<file path="src/verilog/isacfg_consts.svh">
// Constants for the bus window, register offsets, resets and timing.
`ifndef ISACFG_CONSTS_SVH
`define ISACFG_CONSTS_SVH

// Host bus widths.
`define ISACFG_ADDR_W 10
`define ISACFG_DATA_W 16
`define ISACFG_SW_W 5
`define ISACFG_IRQ_N 9

// Window decode: bit nine must be one, four low bits are the offset.
`define ISACFG_A9_POS 9
`define ISACFG_SW_HI 8
`define ISACFG_SW_LO 4
`define ISACFG_OFF_W 4
`define ISACFG_RANGE_LO 10'h200
`define ISACFG_RANGE_HI 10'h3ff
`define ISACFG_SW_DEFAULT 5'h02
`define ISACFG_BASE_DEFAULT 10'h220

// Register offsets inside the sixteen-port window.
`define ISACFG_OFF_CNT0 4'h0
`define ISACFG_OFF_CNT1 4'h1
`define ISACFG_OFF_CNT2 4'h2
`define ISACFG_OFF_MODE 4'h8
`define ISACFG_OFF_SWTRIG 4'h9
`define ISACFG_OFF_STRAP 4'ha

// Reset values.
`define ISACFG_RELOAD_RST 16'h0000
`define ISACFG_CNT_RST 16'h0000

// Timing: system clock and on-board oscillator rates in hertz.
`define ISACFG_CLK_HZ 50000000
`define ISACFG_OSC_HZ 2000000
`define ISACFG_OSC_DIV (`ISACFG_CLK_HZ / `ISACFG_OSC_HZ)
`define ISACFG_DIV_W 5

`endif

</file>
<file path="src/verilog/isacfg_pkg.sv">
// Types shared by the card decode and configuration block.
package isacfg_pkg;
    // Internal conversion trigger source chosen by the mode register.
    typedef enum logic [0:0] {
        ISACFG_TRIG_SOFTWARE = 1'b0,
        ISACFG_TRIG_PACER = 1'b1
    } isacfg_trig_t;

    // Board-level straps for triggers and the general counter clock.
    typedef enum logic [0:0] {
        ISACFG_SRC_INTERNAL = 1'b0,
        ISACFG_SRC_EXTERNAL = 1'b1
    } isacfg_src_t;
endpackage

</file>
<file path="src/verilog/isacfg_decode.sv">
// Address decoder for the sixteen-port host I/O window.
`timescale 1ns/1ps
`include "isacfg_consts.svh"
module isacfg_decode (
    input wire logic [`ISACFG_ADDR_W-1:0] addr,
    input wire logic [`ISACFG_SW_W-1:0] base_address_switch_bank,
    output logic hit,
    output logic [`ISACFG_OFF_W-1:0] offset
);
    import isacfg_pkg::*;

    // An open switch matches a one and a closed switch matches a zero.
    wire a9_set = addr[`ISACFG_A9_POS];
    wire [`ISACFG_SW_W-1:0] upper_bits = addr[`ISACFG_SW_HI:`ISACFG_SW_LO];
    wire base_match = (upper_bits == base_address_switch_bank);

    // The low four bits never take part in the match.
    assign hit = a9_set && base_match;
    assign offset = addr[`ISACFG_OFF_W-1:0];
endmodule

</file>
<file path="src/verilog/isacfg_counter.sv">
// One sixteen-bit programmable down counter with reload.
`timescale 1ns/1ps
`include "isacfg_consts.svh"
module isacfg_counter (
    input wire logic clk,
    input wire logic resetn,
    input wire logic tick,
    input wire logic load,
    input wire logic [`ISACFG_DATA_W-1:0] load_val,
    output logic [`ISACFG_DATA_W-1:0] count,
    output logic tc
);
    import isacfg_pkg::*;

    logic [`ISACFG_DATA_W-1:0] count_r;
    logic [`ISACFG_DATA_W-1:0] count_nxt;
    logic tc_r;

    // A reload of zero counts the full 65536 ticks by wrapping.
    wire at_one = (count_r == `ISACFG_DATA_W'(1));
    wire terminal = tick && at_one && !load;
    assign count_nxt = load ? load_val :
                       terminal ? load_val :
                       tick ? count_r - `ISACFG_DATA_W'(1) : count_r;

    // The count and its terminal pulse are both held in flip-flops.
    always_ff @(posedge clk or negedge resetn) begin
        if (!resetn) begin
            count_r <= `ISACFG_CNT_RST;
            tc_r <= 1'b0;
        end else begin
            count_r <= count_nxt;
            tc_r <= terminal;
        end
    end

    assign count = count_r;
    assign tc = tc_r;
endmodule

</file>
<file path="src/verilog/isacfg_top.sv">
// Host window decode, strap routing and counter clock tree of the card.
`timescale 1ns/1ps
`include "isacfg_consts.svh"

module isacfg_top (
    input wire logic CLK,
    input wire logic RESETN,
    input wire logic [`ISACFG_ADDR_W-1:0] BUS_ADDR,
    input wire logic [`ISACFG_DATA_W-1:0] BUS_WDATA,
    input wire logic BUS_WR,
    input wire logic BUS_RD,
    output logic [`ISACFG_DATA_W-1:0] BUS_RDATA,
    output logic WINDOW_HIT,
    input wire logic [`ISACFG_SW_W-1:0] BASE_ADDRESS_SWITCH_BANK,
    input wire isacfg_pkg::isacfg_src_t TRIGGER_SOURCE_STRAP,
    input wire isacfg_pkg::isacfg_src_t COUNTER_CLOCK_STRAP,
    input wire logic DMA_CHANNEL_STRAP_A,
    input wire logic DMA_CHANNEL_STRAP_B,
    input wire logic [`ISACFG_IRQ_N-1:0] INTERRUPT_LINE_STRAP,
    input wire logic EXT_CLOCK_IN,
    input wire logic EXT_TRIGGER_IN,
    input wire logic DMA_REQUEST,
    input wire logic IRQ_REQUEST,
    output logic CONV_TRIGGER,
    output logic PACER_OUT,
    output logic COUNTER0_OUT,
    output logic DRQ_CH1,
    output logic DRQ_CH3,
    output logic [`ISACFG_IRQ_N-1:0] IRQ_LINES
);
    import isacfg_pkg::*;

    localparam int NCNT = 3;

    // Decoder results.
    logic hit;
    logic [`ISACFG_OFF_W-1:0] offset;

    // Registers and their next values.
    logic [`ISACFG_DATA_W-1:0] reload_r [NCNT];
    isacfg_trig_t mode_r;
    isacfg_trig_t mode_nxt;
    logic [`ISACFG_DATA_W-1:0] rdata_r;
    logic [`ISACFG_DATA_W-1:0] rdata_nxt;
    logic [`ISACFG_DIV_W-1:0] div_r;
    logic [`ISACFG_DIV_W-1:0] div_nxt;
    logic ext_clk_s1_r;
    logic ext_clk_s2_r;
    logic ext_clk_s3_r;
    logic ext_trg_s1_r;
    logic ext_trg_s2_r;
    logic ext_trg_s3_r;
    logic conv_trig_r;
    logic conv_trig_nxt;
    logic drq1_r;
    logic drq3_r;
    logic [`ISACFG_IRQ_N-1:0] irq_r;

    // Counter wiring, indexed by counter number.
    logic [NCNT-1:0] cnt_tick;
    logic [NCNT-1:0] cnt_load;
    logic [NCNT-1:0] cnt_tc;
    logic [`ISACFG_DATA_W-1:0] cnt_val [NCNT];

    // Window decode; switch bank is static and used as is.
    isacfg_decode u_decode (
        .addr(BUS_ADDR),
        .base_address_switch_bank(BASE_ADDRESS_SWITCH_BANK),
        .hit(hit),
        .offset(offset)
    );

    assign WINDOW_HIT = hit;

    // Write and read strobes qualified by the window.
    wire wr_hit = BUS_WR && hit;
    wire rd_hit = BUS_RD && hit;
    wire wr_mode = wr_hit && (offset == `ISACFG_OFF_MODE);
    wire sw_trig = wr_hit && (offset == `ISACFG_OFF_SWTRIG);

    // The 2MHz time base is a tick every twenty-five system clocks.
    wire osc_tick = (div_r == `ISACFG_DIV_W'(`ISACFG_OSC_DIV - 1));
    assign div_nxt = osc_tick ? '0 : div_r + `ISACFG_DIV_W'(1);

    always_ff @(posedge CLK or negedge RESETN) begin
        if (!RESETN) begin
            div_r <= '0;
        end else begin
            div_r <= div_nxt;
        end
    end

    // Two-flop synchronisers and one more stage for edge detection.
    always_ff @(posedge CLK or negedge RESETN) begin
        if (!RESETN) begin
            ext_clk_s1_r <= 1'b0;
            ext_clk_s2_r <= 1'b0;
            ext_clk_s3_r <= 1'b0;
            ext_trg_s1_r <= 1'b0;
            ext_trg_s2_r <= 1'b0;
            ext_trg_s3_r <= 1'b0;
        end else begin
            ext_clk_s1_r <= EXT_CLOCK_IN;
            ext_clk_s2_r <= ext_clk_s1_r;
            ext_clk_s3_r <= ext_clk_s2_r;
            ext_trg_s1_r <= EXT_TRIGGER_IN;
            ext_trg_s2_r <= ext_trg_s1_r;
            ext_trg_s3_r <= ext_trg_s2_r;
        end
    end

    wire ext_clk_rise = ext_clk_s2_r && !ext_clk_s3_r;
    wire ext_trg_rise = ext_trg_s2_r && !ext_trg_s3_r;

    // Clock tree: counter two on the oscillator, one on two, zero strapped.
    wire c0_ext = (COUNTER_CLOCK_STRAP == ISACFG_SRC_EXTERNAL);
    assign cnt_tick[0] = c0_ext ? ext_clk_rise : osc_tick;
    assign cnt_tick[1] = cnt_tc[2];
    assign cnt_tick[2] = osc_tick;

    // One reload register and one counter per channel.
    genvar gi;
    generate
        for (gi = 0; gi < NCNT; gi++) begin : g_cnt
            assign cnt_load[gi] =
                wr_hit && (offset == `ISACFG_OFF_W'(gi));

            always_ff @(posedge CLK or negedge RESETN) begin
                if (!RESETN) begin
                    reload_r[gi] <= `ISACFG_RELOAD_RST;
                end else if (cnt_load[gi]) begin
                    reload_r[gi] <= BUS_WDATA;
                end
            end

            isacfg_counter u_cnt (
                .clk(CLK),
                .resetn(RESETN),
                .tick(cnt_tick[gi]),
                .load(cnt_load[gi]),
                .load_val(cnt_load[gi] ? BUS_WDATA : reload_r[gi]),
                .count(cnt_val[gi]),
                .tc(cnt_tc[gi])
            );
        end
    endgenerate

    assign PACER_OUT = cnt_tc[1];
    assign COUNTER0_OUT = cnt_tc[0];

    // Mode register selects the internal trigger source.
    assign mode_nxt = wr_mode ? isacfg_trig_t'(BUS_WDATA[0]) : mode_r;

    always_ff @(posedge CLK or negedge RESETN) begin
        if (!RESETN) begin
            mode_r <= ISACFG_TRIG_SOFTWARE;
        end else begin
            mode_r <= mode_nxt;
        end
    end

    // Trigger selection: strap first, then the mode register.
    wire trg_ext = (TRIGGER_SOURCE_STRAP == ISACFG_SRC_EXTERNAL);
    wire int_trig = (mode_r == ISACFG_TRIG_PACER) ? cnt_tc[1] : sw_trig;
    assign conv_trig_nxt = trg_ext ? ext_trg_rise : int_trig;

    always_ff @(posedge CLK or negedge RESETN) begin
        if (!RESETN) begin
            conv_trig_r <= 1'b0;
        end else begin
            conv_trig_r <= conv_trig_nxt;
        end
    end

    assign CONV_TRIGGER = conv_trig_r;

    // DMA routing; channel one wins if both straps are fitted.
    wire dma_ch1 = DMA_CHANNEL_STRAP_A;
    wire dma_ch3 = DMA_CHANNEL_STRAP_B && !DMA_CHANNEL_STRAP_A;

    always_ff @(posedge CLK or negedge RESETN) begin
        if (!RESETN) begin
            drq1_r <= 1'b0;
            drq3_r <= 1'b0;
        end else begin
            drq1_r <= DMA_REQUEST && dma_ch1;
            drq3_r <= DMA_REQUEST && dma_ch3;
        end
    end

    assign DRQ_CH1 = drq1_r;
    assign DRQ_CH3 = drq3_r;

    // Each interrupt line is driven only while its strap is fitted.
    generate
        for (gi = 0; gi < `ISACFG_IRQ_N; gi++) begin : g_irq
            always_ff @(posedge CLK or negedge RESETN) begin
                if (!RESETN) begin
                    irq_r[gi] <= 1'b0;
                end else begin
                    irq_r[gi] <= IRQ_REQUEST
                        && INTERRUPT_LINE_STRAP[gi];
                end
            end
        end
    endgenerate

    assign IRQ_LINES = irq_r;

    // Strap status word shows the switch bank and the DMA, trigger and clock straps to software.
    wire [`ISACFG_DATA_W-1:0] strap_word = {
        7'h00, COUNTER_CLOCK_STRAP, TRIGGER_SOURCE_STRAP,
        DMA_CHANNEL_STRAP_B, DMA_CHANNEL_STRAP_A,
        BASE_ADDRESS_SWITCH_BANK
    };

    // Read selection; unmapped offsets and misses return zero.
    wire sel_cnt = (offset < `ISACFG_OFF_W'(NCNT));
    wire [`ISACFG_DATA_W-1:0] cnt_word = sel_cnt ?
        cnt_val[offset[1:0]] : '0;
    wire [`ISACFG_DATA_W-1:0] mode_word =
        {{(`ISACFG_DATA_W-1){1'b0}}, mode_r};
    wire [`ISACFG_DATA_W-1:0] sel_word =
        (offset == `ISACFG_OFF_MODE) ? mode_word :
        (offset == `ISACFG_OFF_STRAP) ? strap_word : cnt_word;
    assign rdata_nxt = rd_hit ? sel_word : '0;

    // Read data stand only in the cycle after the read strobe.
    always_ff @(posedge CLK or negedge RESETN) begin
        if (!RESETN) begin
            rdata_r <= '0;
        end else begin
            rdata_r <= rdata_nxt;
        end
    end

    assign BUS_RDATA = rdata_r;
endmodule

</file>
<file path="config.mk">
export PLATFORM = sky130hd
export DESIGN_NAME = isacfg_top
export DESIGN_NICKNAME = d
export VERILOG_FILES = /design/src/verilog/isacfg_pkg.sv /design/src/verilog/isacfg_decode.sv /design/src/verilog/isacfg_counter.sv /design/src/verilog/isacfg_top.sv
export VERILOG_INCLUDE_DIRS = /design/src /design/src/verilog
export SDC_FILE = /design/constraint.sdc
export NUM_CORES = 1
export LEC_CHECK = 0
export ABC_CLOCK_PERIOD_IN_PS = 1950
export BUFFER_PORTS_ARGS = -buffer_cell sky130_fd_sc_hd__clkbuf_2
export CAP_MARGIN = 20
export CORE_MARGIN = 4
export CORE_UTILIZATION = 40
export CTS_CLUSTER_SIZE = 40
export DETAILED_ROUTE_END_ITERATION = 10
export PLACE_DENSITY_LB_ADDON = 0.08
export SYNTH_ARGS = -nofsm -noshare
export SYNTH_HDL_FRONTEND = slang
export SYNTH_SLANG_ARGS = --single-unit
</file>
<file path="constraint.sdc">
create_clock -name CLK -period 1.95 [get_ports CLK]
set_clock_uncertainty 0.05 [all_clocks]
set_input_delay 0 -clock CLK [delete_from_list [all_inputs] [get_ports CLK]]
set_output_delay 0 -clock CLK [all_outputs]
set_load 0.02 [all_outputs]
</file>
==> impl_results.rst, run 1 <==
.. list-table::
   :header-rows: 1

   * - Metric
     - Value
   * - Pwr Total
     - ~8 mW
   * - Num CTS Buffers
     - 17
   * - DRC violation count after routing
     - 0
   * - GRT Residual Overflow
     - 0
   * - Relative slew slack
     - around 67%
   * - Placed Instance Area
     - about 0.0086 sq mm
   * - Io pins
     - 83
   * - Per-instance average area after synthesis
     - about 8.7 sq um
   * - Number of synthesized register bits
     - 139
   * - CP Class
     - reg2reg
   * - Reg-to-reg startpoint
     - g_cnt[2].u_cnt.count[10]$_DFFE_PN0P_
   * - Slew at the pin closest to its max-slew limit
     - between 0.4 and 0.5 ns
   * - Avg WL per Cell
     - 18.1 um
   * - CTS tree
     - done
   * - Top cells by count, synth
     - nand2_1 (202), dfrtp_1 (139), nor2_1 (93), a21oi_1 (59), o21ai_0 (35)
   * - Number of clock sinks seen by CTS
     - approximately 140
   * - Post-route antenna net violation count
     - 0
   * - Standard-cell row count
     - 48
   * - Flip-flop and latch area
     - approximately 0.0035 sq mm
   * - Result of the run
     - complete, but fails checks
   * - Maximum number of pins on one net before global-route repair
     - 43
   * - Vias
     - ~7,000
   * - Clk slew on worst S/H paths
     - 0.06 ns
   * - Die Width
     - between 100 and 150 um
   * - Leading cell type by number of instances after synthesis
     - nand2_1
   * - Share of flip-flops with an asynchronous set or reset
     - 100%
   * - Dominant cells by area after synthesis
     - dfrtp_1 (48%), nand2_1 (10%), nor2_1 (4.8%), a21oi_1 (4.1%), mux2i_1 (3.3%)
   * - Top_reg_cell synth
     - dfrtp_1
   * - Number of levels in the clock H-tree
     - 4
   * - Global-route wire length before repair
     - 36.7 mm
   * - Critical-path maximum fanout
     - 4
   * - Die Height
     - 143 um
   * - Synth Net Count
     - 889
   * - Final standard cell area without fillers
     - approximately 0.01 sq mm
   * - Reported leakage power
     - between 4 and 5 nW
   * - Area of the die
     - 0.0203 sq mm
   * - Fillers
     - about 1,600
   * - Core area
     - about 0.018 sq mm
   * - Signal arrival time at the worst endpoint
     - 2.39 ns
   * - Max Clk Rate
     - 469 MHz
   * - HPWL after DPL
     - between 15 and 20 mm
   * - Tcrit/Tclk final
     - 109%
   * - Worst Setup Slack, final
     - -0.181 ns
   * - Power density normalized to cell area
     - around 790 mW/mm^2
   * - Minimum period implied by the final worst setup slack
     - between 2 and 2.5 ns
   * - Minimum setup slack among reg-to-reg paths
     - -0.18 ns
   * - Number of pins exceeding their max-slew limit in the final report
     - 0
   * - Post-synthesis cell area
     - between 0.007 and 0.008 sq mm
   * - Fraction of layout instances using a drive strength above 1
     - 27.0%
   * - Vias per std cell
     - between 5 and 6
   * - Setup violation total in the final timing report
     - 17
   * - EDFF count, synth
     - 0
   * - 1st-iter DRT viols
     - about 740
   * - Maximum Capacitance Violations
     - 0
   * - Via count of the first global-routing pass
     - 6,859
   * - Synth top area share
     - 48.0%
   * - Post-synthesis sequential area ratio
     - approximately half
   * - Number of failing hold endpoints at the final stage
     - 0
   * - Starting utilization of the core area
     - between 40% and 50%
   * - IR drop worst, VDD
     - 0.603 mV
   * - Source of the critical timing path
     - g_cnt[2].u_cnt.count[10]$_DFFE_PN0P_
   * - Worst min-delay path category
     - in2async
   * - Post-synth top area cell
     - dfrtp_1
   * - Detailed Route WL
     - between 20 and 25 mm
   * - Deepest clock path buffer count
     - 2
   * - Initial antenna violation count
     - 0
   * - Startpoint class of the critical path
     - flip-flop
   * - Post-synthesis instance total
     - 829
   * - Setup Total Neg Slack
     - -1.68 ns
   * - Distinct cell type count of the synthesized netlist
     - 65
   * - Aggregate global-route resource usage
     - 23.2%
   * - Port-buffer cells
     - 82
   * - Clk Tree Root Cell
     - clkbuf_16
   * - Number of nets in the layout
     - 1,111
   * - Layout area overhead
     - 38.7%
   * - Critical path required time
     - approximately 2.2 ns
   * - Footprint of the multi-input gates
     - 0.00377 sq mm
   * - GP Congestion
     - about 0.92
   * - Antenna cell count
     - 0
   * - Source-to-sink clock delay at the later pin of the worst-skew pair
     - ~0.42 ns
   * - Warnings, synthesis
     - 0
   * - Iteration count of the initial detailed-routing pass
     - 5
   * - Nature of the critical path endpoint
     - flip-flop
   * - Setup repair after global routing missed its margin
     - true
   * - Violated checks
     - setup timing
report_power, final:
part	internal (mW)	switching (mW)	total, mW
clock network	1.71	1.26	2.98
logic	0.813	0.919	1.73
registers	3.07	0.199	3.27
total	5.60	2.38	7.98
final timing paths:
| kind | endpoint | depth (start not counted) |
|---|---|---|
| max | g_cnt[2].u_cnt.count[2]$_DFFE_PN0P_ | 6 |
| min | g_cnt[0].u_cnt.count[11]$_DFFE_PN0P_ | 2 |
| max reg2reg | g_cnt[2].u_cnt.count[2]$_DFFE_PN0P_ | 6 |
| min reg2reg | ext_trg_s2_r$_DFF_PN0_ | 0 |
| max in group asynchronous | g_cnt[1].u_cnt.count[0]$_DFFE_PN0P_ | 3 |
| min in group CLK | mode_r$_DFFE_PN0P_ | 3 |
metal layers:
| metal | wire length (um) | vias to the layer above | GRT usage [%] | share of wire [%] |
|---|---|---|---|---|
| met1 | 10200 | 3398 | 31.3 | 43 |
| met3 | 1330 | 46 | 5.48 | 5.7 |
| met5 | 0 | - | 0 | 0 |
| met2 | 11200 | 213 | 37.0 | 48 |
| met4 | 696 | 0 | 7.25 | 3.0 |
| li1 | - | 3332 | - | - |
registers in the layout (all words and copies together), names as in the netlist:
signal and count:
reload_r 48, g_cnt.u_cnt.tc 3, ext_trg_s1_r 1, CONV_TRIGGER 1
mode_r 1, ext_trg_s3_r 1, ext_clk_s2_r 1, ext_trg_s2_r 1
IRQ_LINES 9, DRQ_CH3 1, div_r 5, ext_clk_s1_r 1
ext_clk_s3_r 1, BUS_RDATA 16, g_cnt.u_cnt.count 48, DRQ_CH1 1
cells by family after synthesis:
group / Yosys count / share of synthesized area (%)
AND/OR/NAND/NOR: 393 / 25.2
XOR/XNOR: 18 / 2.18
multiplexers: 29 / 4.09
flip-flops: 139 / 48.0
buffers and inverters: 64 / 3.70
adder cells (fa/ha/maj): 8 / 1.38
AO/OA/AOI/OAI: 178 / 15.4
timing repair:
item | CTS | global route
pin swaps | 5 | 32
setup endpoints to repair | 30 | 51
setup buffers | 2 | 11
hold buffers | 51 | 0
gates resized for setup | 14 | 63
gates cloned | 0 | 1
hold endpoints to repair | 257 | 0
cell usage in the layout, fill, tap and decap left out, drive strengths merged, types with 14 or more instances in the layout:
| cell type | count |
|---|---|
| a21oi | 59 |
| a31oi | 17 |
| buf | 114 |
| clkbuf | 102 |
| dfrtp | 139 |
| dlygate4sd3 | 51 |
| inv | 21 |
| mux2i | 24 |
| nand2 | 202 |
| nor2 | 93 |
| nor3 | 14 |
| nor4 | 15 |
| o211ai | 14 |
| o21ai | 38 |
area by class of cell:
class	instances	area share [%]
Multi-Input combinational cell	626	37.5
Sequential cell	139	34.6
Timing Repair Buffer	246	18.9
Clock buffer	21	4.68
Tap cell	225	2.80
Inverter	21	0.785
Clock inverter	11	0.710
stage by stage:
stage / setup slack, ns / util, % / hold WS [ns] / cells
after floorplan: -0.0994 / - / -0.346 / 829
after global placement: -0.106 / 49.1 / -0.101 / 1192
after detailed placement: -0.198 / 49.1 / -0.0935 / 1192
after CTS: -0.152 / 55.4 / 0.00148 / 1277
after global routing: -0.283 / 57.3 / 0.0579 / 1289
final: -0.181 / 57.3 / 0.0219 / 1289
worst max-delay path, stage by stage (launching register included):
cell	delay (ns)
dfrtp_1	0.38
or4_4	0.56
nor4_4	0.22
nand3_2	0.19
mux2_4	0.34
a221oi_2	0.22
nor2_1	0.07
Note: power is estimated with default switching activity, not from simulation.
==> run 2: changes to the inputs <==
ABC_CLOCK_PERIOD_IN_PS = 2600   (was 1950)
GPL_TIMING_DRIVEN = 0   (was not set)
clock period = 2.6 ns   (was 1.95 ns; I/O delays follow)
==> impl_results.rst, run 2 (same netlist as run 1, synthesis figures left out) <==
.. list-table::
   :header-rows: 1

   * - Metric
     - Value
   * - Signal arrival time at the worst endpoint
     - 2.77 ns (was 2.39 ns)
   * - HPWL after DPL
     - 16.3 mm (was 16.4 mm)
   * - DRC violation count after routing
     - 0 (unchanged)
   * - GRT Residual Overflow
     - 0 (unchanged)
   * - Minimum period implied by the final worst setup slack
     - ~2.5 ns
   * - Slew at the pin closest to its max-slew limit
     - 0.840 ns (was 0.486 ns)
   * - Source-to-sink clock delay at the later pin of the worst-skew pair
     - 0.43 ns (was 0.42 ns)
   * - Number of pins exceeding their max-slew limit in the final report
     - 0 (unchanged)
   * - Worst min-delay path category
     - in2reg (was in2async)
   * - Pwr Total
     - 5.87 mW (was 7.98 mW)
   * - Vias per std cell
     - 5.39 (was 5.42)
   * - Setup Total Neg Slack
     - 0 ns (was -1.68 ns)
   * - Setup violation total in the final timing report
     - 0 (was 17)
   * - Non-filler instance count after layout
     - 1,220 (was 1,289)
   * - Core area
     - 0.0175 sq mm (unchanged)
   * - Worst slack at placement
     - 0.185 ns (was -0.198 ns)
   * - Number of failing hold endpoints at the final stage
     - 0 (unchanged)
   * - Clk Tree Root Cell
     - clkbuf_16 (unchanged)
   * - Power density normalized to cell area
     - 645 mW/mm^2 (was 794 mW/mm^2)
   * - Area of the die
     - 0.0203 sq mm (unchanged)
   * - Deepest clock path buffer count
     - 2 (unchanged)
   * - Cells on Worst Hold Path
     - 4
   * - Maximum number of pins on one net before global-route repair
     - 90 (was 43)
   * - Layout area overhead
     - 25.7% (was 38.7%)
   * - Standard-cell row count
     - 48 (unchanged)
   * - Critical-path maximum fanout
     - 10 (was 4)
   * - Io pins
     - 83 (unchanged)
   * - Top library cells by usage in the layout, fill and taps aside
     - nand2_1 (202), dfrtp_1 (139), nor2_1 (93), clkbuf_2 (81), a21oi_1 (59) (was nand2_1 (194), dfrtp_1 (138), buf_4 (97), nor2_1 (88), clkbuf_2 (81))
   * - Nature of the critical path endpoint
     - flip-flop (unchanged)
   * - CP Class
     - in2reg (was reg2reg)
   * - Die Width
     - 143 um (unchanged)
   * - Worst Setup Slack, final
     - 0.0916 ns (was -0.181 ns)
   * - Result of the run
     - finished clean (was complete, but fails checks)
   * - Fraction of layout instances using a drive strength above 1
     - 14.2% (was 27.0%)
   * - Most common cell after layout, fill and taps aside
     - nand2_1 (unchanged)
   * - Reported leakage power
     - 4.25 nW (was 4.79 nW)
   * - Avg WL per Cell
     - 18.9 um (was 18.1 um)
   * - CTS tree
     - done (unchanged)
   * - Maximum Capacitance Violations
     - 0 (unchanged)
   * - Relative slew slack
     - 43.6% (was 67.3%)
   * - Length in cells of the worst reg-to-reg path
     - 8 (was 6)
   * - Via count of the first global-routing pass
     - 6,517 (was 6,859)
   * - Starting utilization of the core area
     - 41.3% (unchanged)
   * - Number of levels in the clock H-tree
     - 4 (unchanged)
   * - Initial antenna violation count
     - 0 (unchanged)
   * - Antenna cell count
     - 0 (unchanged)
   * - Vias
     - 6,578 (was 6,989)
   * - Number of clock sinks seen by CTS
     - 139 (unchanged)
   * - Port-buffer cells
     - 80 (was 82)
   * - Global-route wire length before repair
     - 36.7 mm (about the same)
   * - 1st-iter DRT viols
     - 583 (was 742)
   * - Critical path required time
     - 2.86 ns (was 2.21 ns)
   * - Num CTS Buffers
     - 17 (unchanged)
   * - Post-route antenna net violation count
     - 0 (unchanged)
   * - Max Clk Rate
     - around 400 MHz
   * - Die Height
     - 143 um (unchanged)
   * - Iteration count of the initial detailed-routing pass
     - 5 (unchanged)
   * - Hold_ws
     - 0.0192 ns (was 0.0219 ns)
   * - Detailed Route WL
     - 23.1 mm (was 23.4 mm)
   * - Aggregate global-route resource usage
     - 23.4% (was 23.2%)
   * - IR drop worst, VDD
     - 0.408 mV (was 0.603 mV)
   * - Setup fix buffers added after clock tree synthesis
     - 0 (was 2)
   * - Number of nets in the layout
     - 1,043 (was 1,111)
   * - Clk slew on worst S/H paths
     - 0.06 ns (about the same)
   * - Startpoint class of the critical path
     - input pin (was flip-flop)
   * - Tcrit/Tclk final
     - slightly below 100%
   * - GP Congestion
     - 0.892 (was 0.923)
   * - Post-placement cell count
     - 1,136 (was 1,192)
## run 2: cell types whose count changed in the layout (fill, tap and decap cells not counted), sizes merged
cell	before	now
clkinv	6	4
dlygate4sd3	51	53
bufinv	0	2
buf	114	12
clkbuf	102	135
clkinvlp	5	3
## run 2: through the flow
stage | area [sq um] | util (%)
after floorplan | 7240 | -
after global placement | 7920 | 45.2
after detailed placement | 7970 | 45.4
after CTS | 9100 | 51.9
after global routing | 9100 | 51.9
final | 9100 | 51.9
## run 2: path summary, 6_finish.rpt
path                            slack, ns                         from                                    to
worst max-delay path                 0.09  BASE_ADDRESS_SWITCH_BANK[0]  g_cnt[0].u_cnt.count[10]$_DFFE_PN0P_
worst min-delay path                 0.02                  BUS_ADDR[1]                    mode_r$_DFFE_PN0P_
worst max register to register       0.12           div_r[0]$_DFF_PN0_  g_cnt[0].u_cnt.count[15]$_DFFE_PN0P_
worst min register to register       0.30       ext_clk_s1_r$_DFF_PN0_                ext_clk_s2_r$_DFF_PN0_
max in group asynchronous            1.68                       RESETN                reload_r[26]$_DFF_PN0_
min in group asynchronous            0.03                       RESETN                    div_r[4]$_DFF_PN0_
## run 2: report_power, final
part,internal (mW),switching [mW],total [mW]
Sequential,2.30,0.212,2.51
Combinational,0.375,0.538,0.913
Clock,1.51,0.938,2.45
## run 2: cell type report
class	instances	area (sq um)
tap	225	282
clock inverter	9	114
sequential	139	3480
multi-input combinational	626	3500
buffer	43	190
inverter	21	78.8
fill	1745	8430
clock buffer	22	484
timing repair buffer	135	975
## run 2: worst max-delay path, cell delays in order
cell and delay [ns]:
dlygate4sd3_1 0.54, clkbuf_2 0.13, xnor2_1 0.14, nand3_1 0.35
nor4_2 0.57, nand3b_1 0.40, clkbuf_1 0.38, o211ai_1 0.17
nand2_1 0.07
## run 2: layer usage
metal	GRT usage, %	vias up	share of wire, %
met5	0	-	0
met4	6.25	0	1.9
met3	4.50	33	5.0
met2	37.6	183	46
met1	32.6	3172	47
li1	-	3190	-
## run 2: timing repair
action,in CTS,in global routing
hold endpoints to repair,259,0
hold buffers,53,0
setup endpoints to repair,0,12
resized for setup,0,3
==> run 3: changes to the inputs <==
--- a/config.mk
+++ b/config.mk
@@ -8,10 +8,12 @@
 export LEC_CHECK = 0
 export ABC_CLOCK_PERIOD_IN_PS = 2600
-export BUFFER_PORTS_ARGS = -buffer_cell sky130_fd_sc_hd__clkbuf_2
 export CAP_MARGIN = 20
+export CELL_PAD_IN_SITES_DETAIL_PLACEMENT = 1
+export CELL_PAD_IN_SITES_GLOBAL_PLACEMENT = 1
 export CORE_MARGIN = 4
 export CORE_UTILIZATION = 40
 export CTS_CLUSTER_SIZE = 40
 export DETAILED_ROUTE_END_ITERATION = 10
+export DONT_BUFFER_PORTS = 1
 export GPL_TIMING_DRIVEN = 0
 export PLACE_DENSITY_LB_ADDON = 0.08
==> constraint.sdc (replaced) <==
create_clock -name CLK -period 2.6 [get_ports CLK]
set_clock_uncertainty 0.05 [all_clocks]
set_input_delay 0.65 -clock CLK [delete_from_list [all_inputs] [get_ports CLK]]
set_output_delay 0.65 -clock CLK [all_outputs]
set_load 0.02 [all_outputs]
==> impl_results.rst, run 3 (same netlist as run 1, synthesis figures left out) <==
.. list-table::
   :header-rows: 1

   * - Metric
     - Value
   * - Tcrit/Tclk final
     - 93.4% (was 96.5%)
   * - CP Class
     - reg2reg (was in2reg)
   * - Number of levels in the clock H-tree
     - 4 (unchanged)
   * - Setup violation total in the final timing report
     - 0 (unchanged)
   * - Result of the run
     - complete, but fails checks (was finished clean)
   * - Critical R2R Capture
     - g_cnt[0].u_cnt.count[0]$_DFFE_PN0P_ (was g_cnt[0].u_cnt.count[15]$_DFFE_PN0P_)
   * - Worst Setup Slack, final
     - 0.173 ns (was 0.0916 ns)
   * - Clk slew on worst S/H paths
     - 0.06 ns (about the same)
   * - Area of the die
     - 0.0203 sq mm (unchanged)
   * - Deepest clock path buffer count
     - 2 (unchanged)
   * - Non-filler instance count after layout
     - 1,089 (was 1,220)
   * - Post-route antenna net violation count
     - 0 (unchanged)
   * - DRC violation count after routing
     - 0 (unchanged)
   * - Final standard cell area without fillers
     - 0.00817 sq mm (was 0.00910 sq mm)
   * - Initial antenna violation count
     - 0 (unchanged)
   * - Aggregate global-route resource usage
     - 25.7% (was 23.4%)
   * - CTS tree
     - done (unchanged)
   * - Die Width
     - 143 um (unchanged)
   * - Reg-to-reg startpoint
     - g_cnt[0].u_cnt.count[2]$_DFFE_PN0P_ (was div_r[0]$_DFF_PN0_)
   * - Maximum Capacitance Violations
     - 0 (unchanged)
   * - Number of clock sinks seen by CTS
     - 139 (unchanged)
   * - IR drop worst, VDD
     - 0.439 mV (was 0.408 mV)
   * - Fraction of layout instances using a drive strength above 1
     - 7.76% (was 14.2%)
   * - Worst slack at placement
     - -0.330 ns (was 0.185 ns)
   * - Core area
     - 0.0175 sq mm (unchanged)
   * - Critical path required time
     - 2.82 ns (was 2.86 ns)
   * - Layout area overhead
     - 12.8% (was 25.7%)
   * - Number of pins exceeding their max-slew limit in the final report
     - 0 (unchanged)
   * - Io pins
     - 83 (unchanged)
   * - Global-route wire length before repair
     - 40.0 mm (was 36.7 mm)
   * - Pwr Total
     - 5.80 mW (was 5.87 mW)
   * - Number of failing hold endpoints at the final stage
     - 139 (was 0)
   * - Vias
     - 6,416 (was 6,578)
   * - Placed Instance Area
     - 0.00753 sq mm (was 0.00797 sq mm)
   * - Signal arrival time at the worst endpoint
     - 2.65 ns (was 2.77 ns)
   * - GRT Residual Overflow
     - 0 (unchanged)
   * - Reported leakage power
     - 3.67 nW (was 4.25 nW)
   * - Source-to-sink clock delay at the later pin of the worst-skew pair
     - 0.43 ns (about the same)
   * - Iteration count of the initial detailed-routing pass
     - 5 (unchanged)
   * - Startpoint class of the critical path
     - flip-flop (was input pin)
   * - Core occupancy in the finished layout
     - 46.6% (was 51.9%)
   * - Hold_ws
     - -0.139 ns (was 0.0192 ns)
   * - Post-placement cell count
     - 1,055 (was 1,136)
   * - Port-buffer cells
     - 0 (was 80)
   * - Maximum number of pins on one net before global-route repair
     - 140 (was 90)
   * - Avg WL per Cell
     - 23.5 um (was 18.9 um)
   * - Detailed Route WL
     - 25.5 mm (was 23.1 mm)
   * - Power density normalized to cell area
     - 710 mW/mm^2 (was 645 mW/mm^2)
   * - Max Clk Rate
     - 412 MHz (was 399 MHz)
   * - Violated checks
     - hold timing
   * - 1st-iter DRT viols
     - 458 (was 583)
   * - Uppermost signal routing layer after detailed routing
     - met4 (unchanged)
   * - Length in cells of the worst reg-to-reg path
     - 7 (was 8)
   * - HPWL after DPL
     - 18.1 mm (was 16.3 mm)
   * - Amount of wire on met3 after detailed routing
     - 1.09 mm (was 1.16 mm)
   * - Worst min-delay path category
     - in2async (was in2reg)
   * - Most common cell after layout, fill and taps aside
     - nand2_1 (unchanged)
   * - Nature of the critical path endpoint
     - flip-flop (unchanged)
   * - Minimum setup slack among reg-to-reg paths
     - 0.17 ns (was 0.12 ns)
   * - Slew at the pin closest to its max-slew limit
     - 0.704 ns (was 0.840 ns)
   * - Num CTS Buffers
     - 17 (unchanged)
   * - Relative slew slack
     - 53.1% (was 43.6%)
   * - Minimum period implied by the final worst setup slack
     - 2.43 ns (was 2.51 ns)
   * - Setup repair after global routing missed its margin
     - false
   * - Top library cells by usage in the layout, fill and taps aside
     - nand2_1 (202), dfrtp_1 (139), nor2_1 (92), a21oi_1 (59), o21ai_0 (34) (was nand2_1 (202), dfrtp_1 (139), nor2_1 (93), clkbuf_2 (81), a21oi_1 (59))
   * - GP Congestion
     - 0.912 (was 0.892)
   * - Clk Tree Root Cell
     - clkbuf_16 (unchanged)
   * - Setup Total Neg Slack
     - 0 ns (unchanged)
   * - Standard-cell row count
     - 48 (unchanged)
   * - Die Height
     - 143 um (unchanged)
   * - Routed length on met1
     - 10.8 mm (was 10.7 mm)
   * - Critical-path maximum fanout
     - 8 (was 10)
   * - Starting utilization of the core area
     - 41.3% (unchanged)
   * - Number of nets in the layout
     - 911 (was 1,043)
   * - Vias per std cell
     - 5.89 (was 5.39)
   * - Met2 WL post-DR
     - 13.0 mm (was 10.7 mm)
   * - Via count of the first global-routing pass
     - 6,914 (was 6,517)
==> run 3: changes by cell type in the layout (fill, tap and decap cells not counted), sizes merged <==
cell / previous run / this run
clkinvlp: 3 / 2
clkinv: 4 / 6
clkbuf: 135 / 53
dlygate4sd3: 53 / 0
buf: 12 / 13
bufinv: 2 / 3
diode: 0 / 1
==> run 3: routing by layer <==
metal | vias up | global-route usage [%]
li1 | 2916 | -
met1 | 3264 | 33.0
met2 | 187 | 43.6
met3 | 49 | 4.74
met4 | 0 | 9.05
met5 | - | 0
==> run 3: final cells by class <==
| type | count | area (sq um) |
|---|---|---|
| Clock inverter | 11 | 146 |
| Buffer | 43 | 193 |
| Timing Repair Buffer | 3 | 22.5 |
| Multi-Input combinational cell | 626 | 3520 |
| Clock buffer | 20 | 447 |
| Sequential cell | 139 | 3480 |
| Tap cell | 225 | 282 |
| Inverter | 21 | 78.8 |
| Antenna cell | 1 | 2.50 |
| Fill cell | 2085 | 9370 |
==> run 3: worst max path at each step <==
stage / slack (ns) / depth (start not counted) / start / to
after floorplan: 0.35 / 6 / BUS_ADDR[1] / g_cnt[1].u_cnt.count[10]$_DFFE_PN0P_
after global placement: -0.33 / 6 / BASE_ADDRESS_SWITCH_BANK[2] / reload_r[40]$_DFF_PN0_
final: 0.17 / 7 / g_cnt[0].u_cnt.count[2]$_DFFE_PN0P_ / g_cnt[0].u_cnt.count[0]$_DFFE_PN0P_
after detailed placement: -0.33 / 6 / BASE_ADDRESS_SWITCH_BANK[2] / reload_r[39]$_DFF_PN0_
after CTS: 0.05 / 6 / BASE_ADDRESS_SWITCH_BANK[2] / reload_r[37]$_DFF_PN0_
after global routing: 0.005 / 6 / BASE_ADDRESS_SWITCH_BANK[2] / g_cnt[0].u_cnt.count[5]$_DFFE_PN0P_
==> run 3: worst max-delay path, cell delays in order, from the launching register on <==
cell,delay [ns]
dfrtp_1,0.36
clkbuf_2,0.20
nor4_4,0.38
nand2_1,0.15
or4_1,0.51
clkbuf_1,0.22
o21ai_0,0.23
o221ai_1,0.17
==> run 3: where the power goes <==
part	leakage [nW]	total [mW]	switching (mW)	internal, mW
registers	1.76	2.54	0.243	2.30
logic	1.63	0.745	0.455	0.291
clock network	0.286	2.51	0.987	1.53
total	3.67	5.80	1.68	4.12
==> run 3: timing repair <==
| item | CTS | global route |
|---|---|---|
| setup buffers | 0 | 2 |
| setup endpoints to repair | 0 | 35 |
| gates resized for setup | 0 | 12 |
| endpoints found under the hold margin | 139 | 139 |
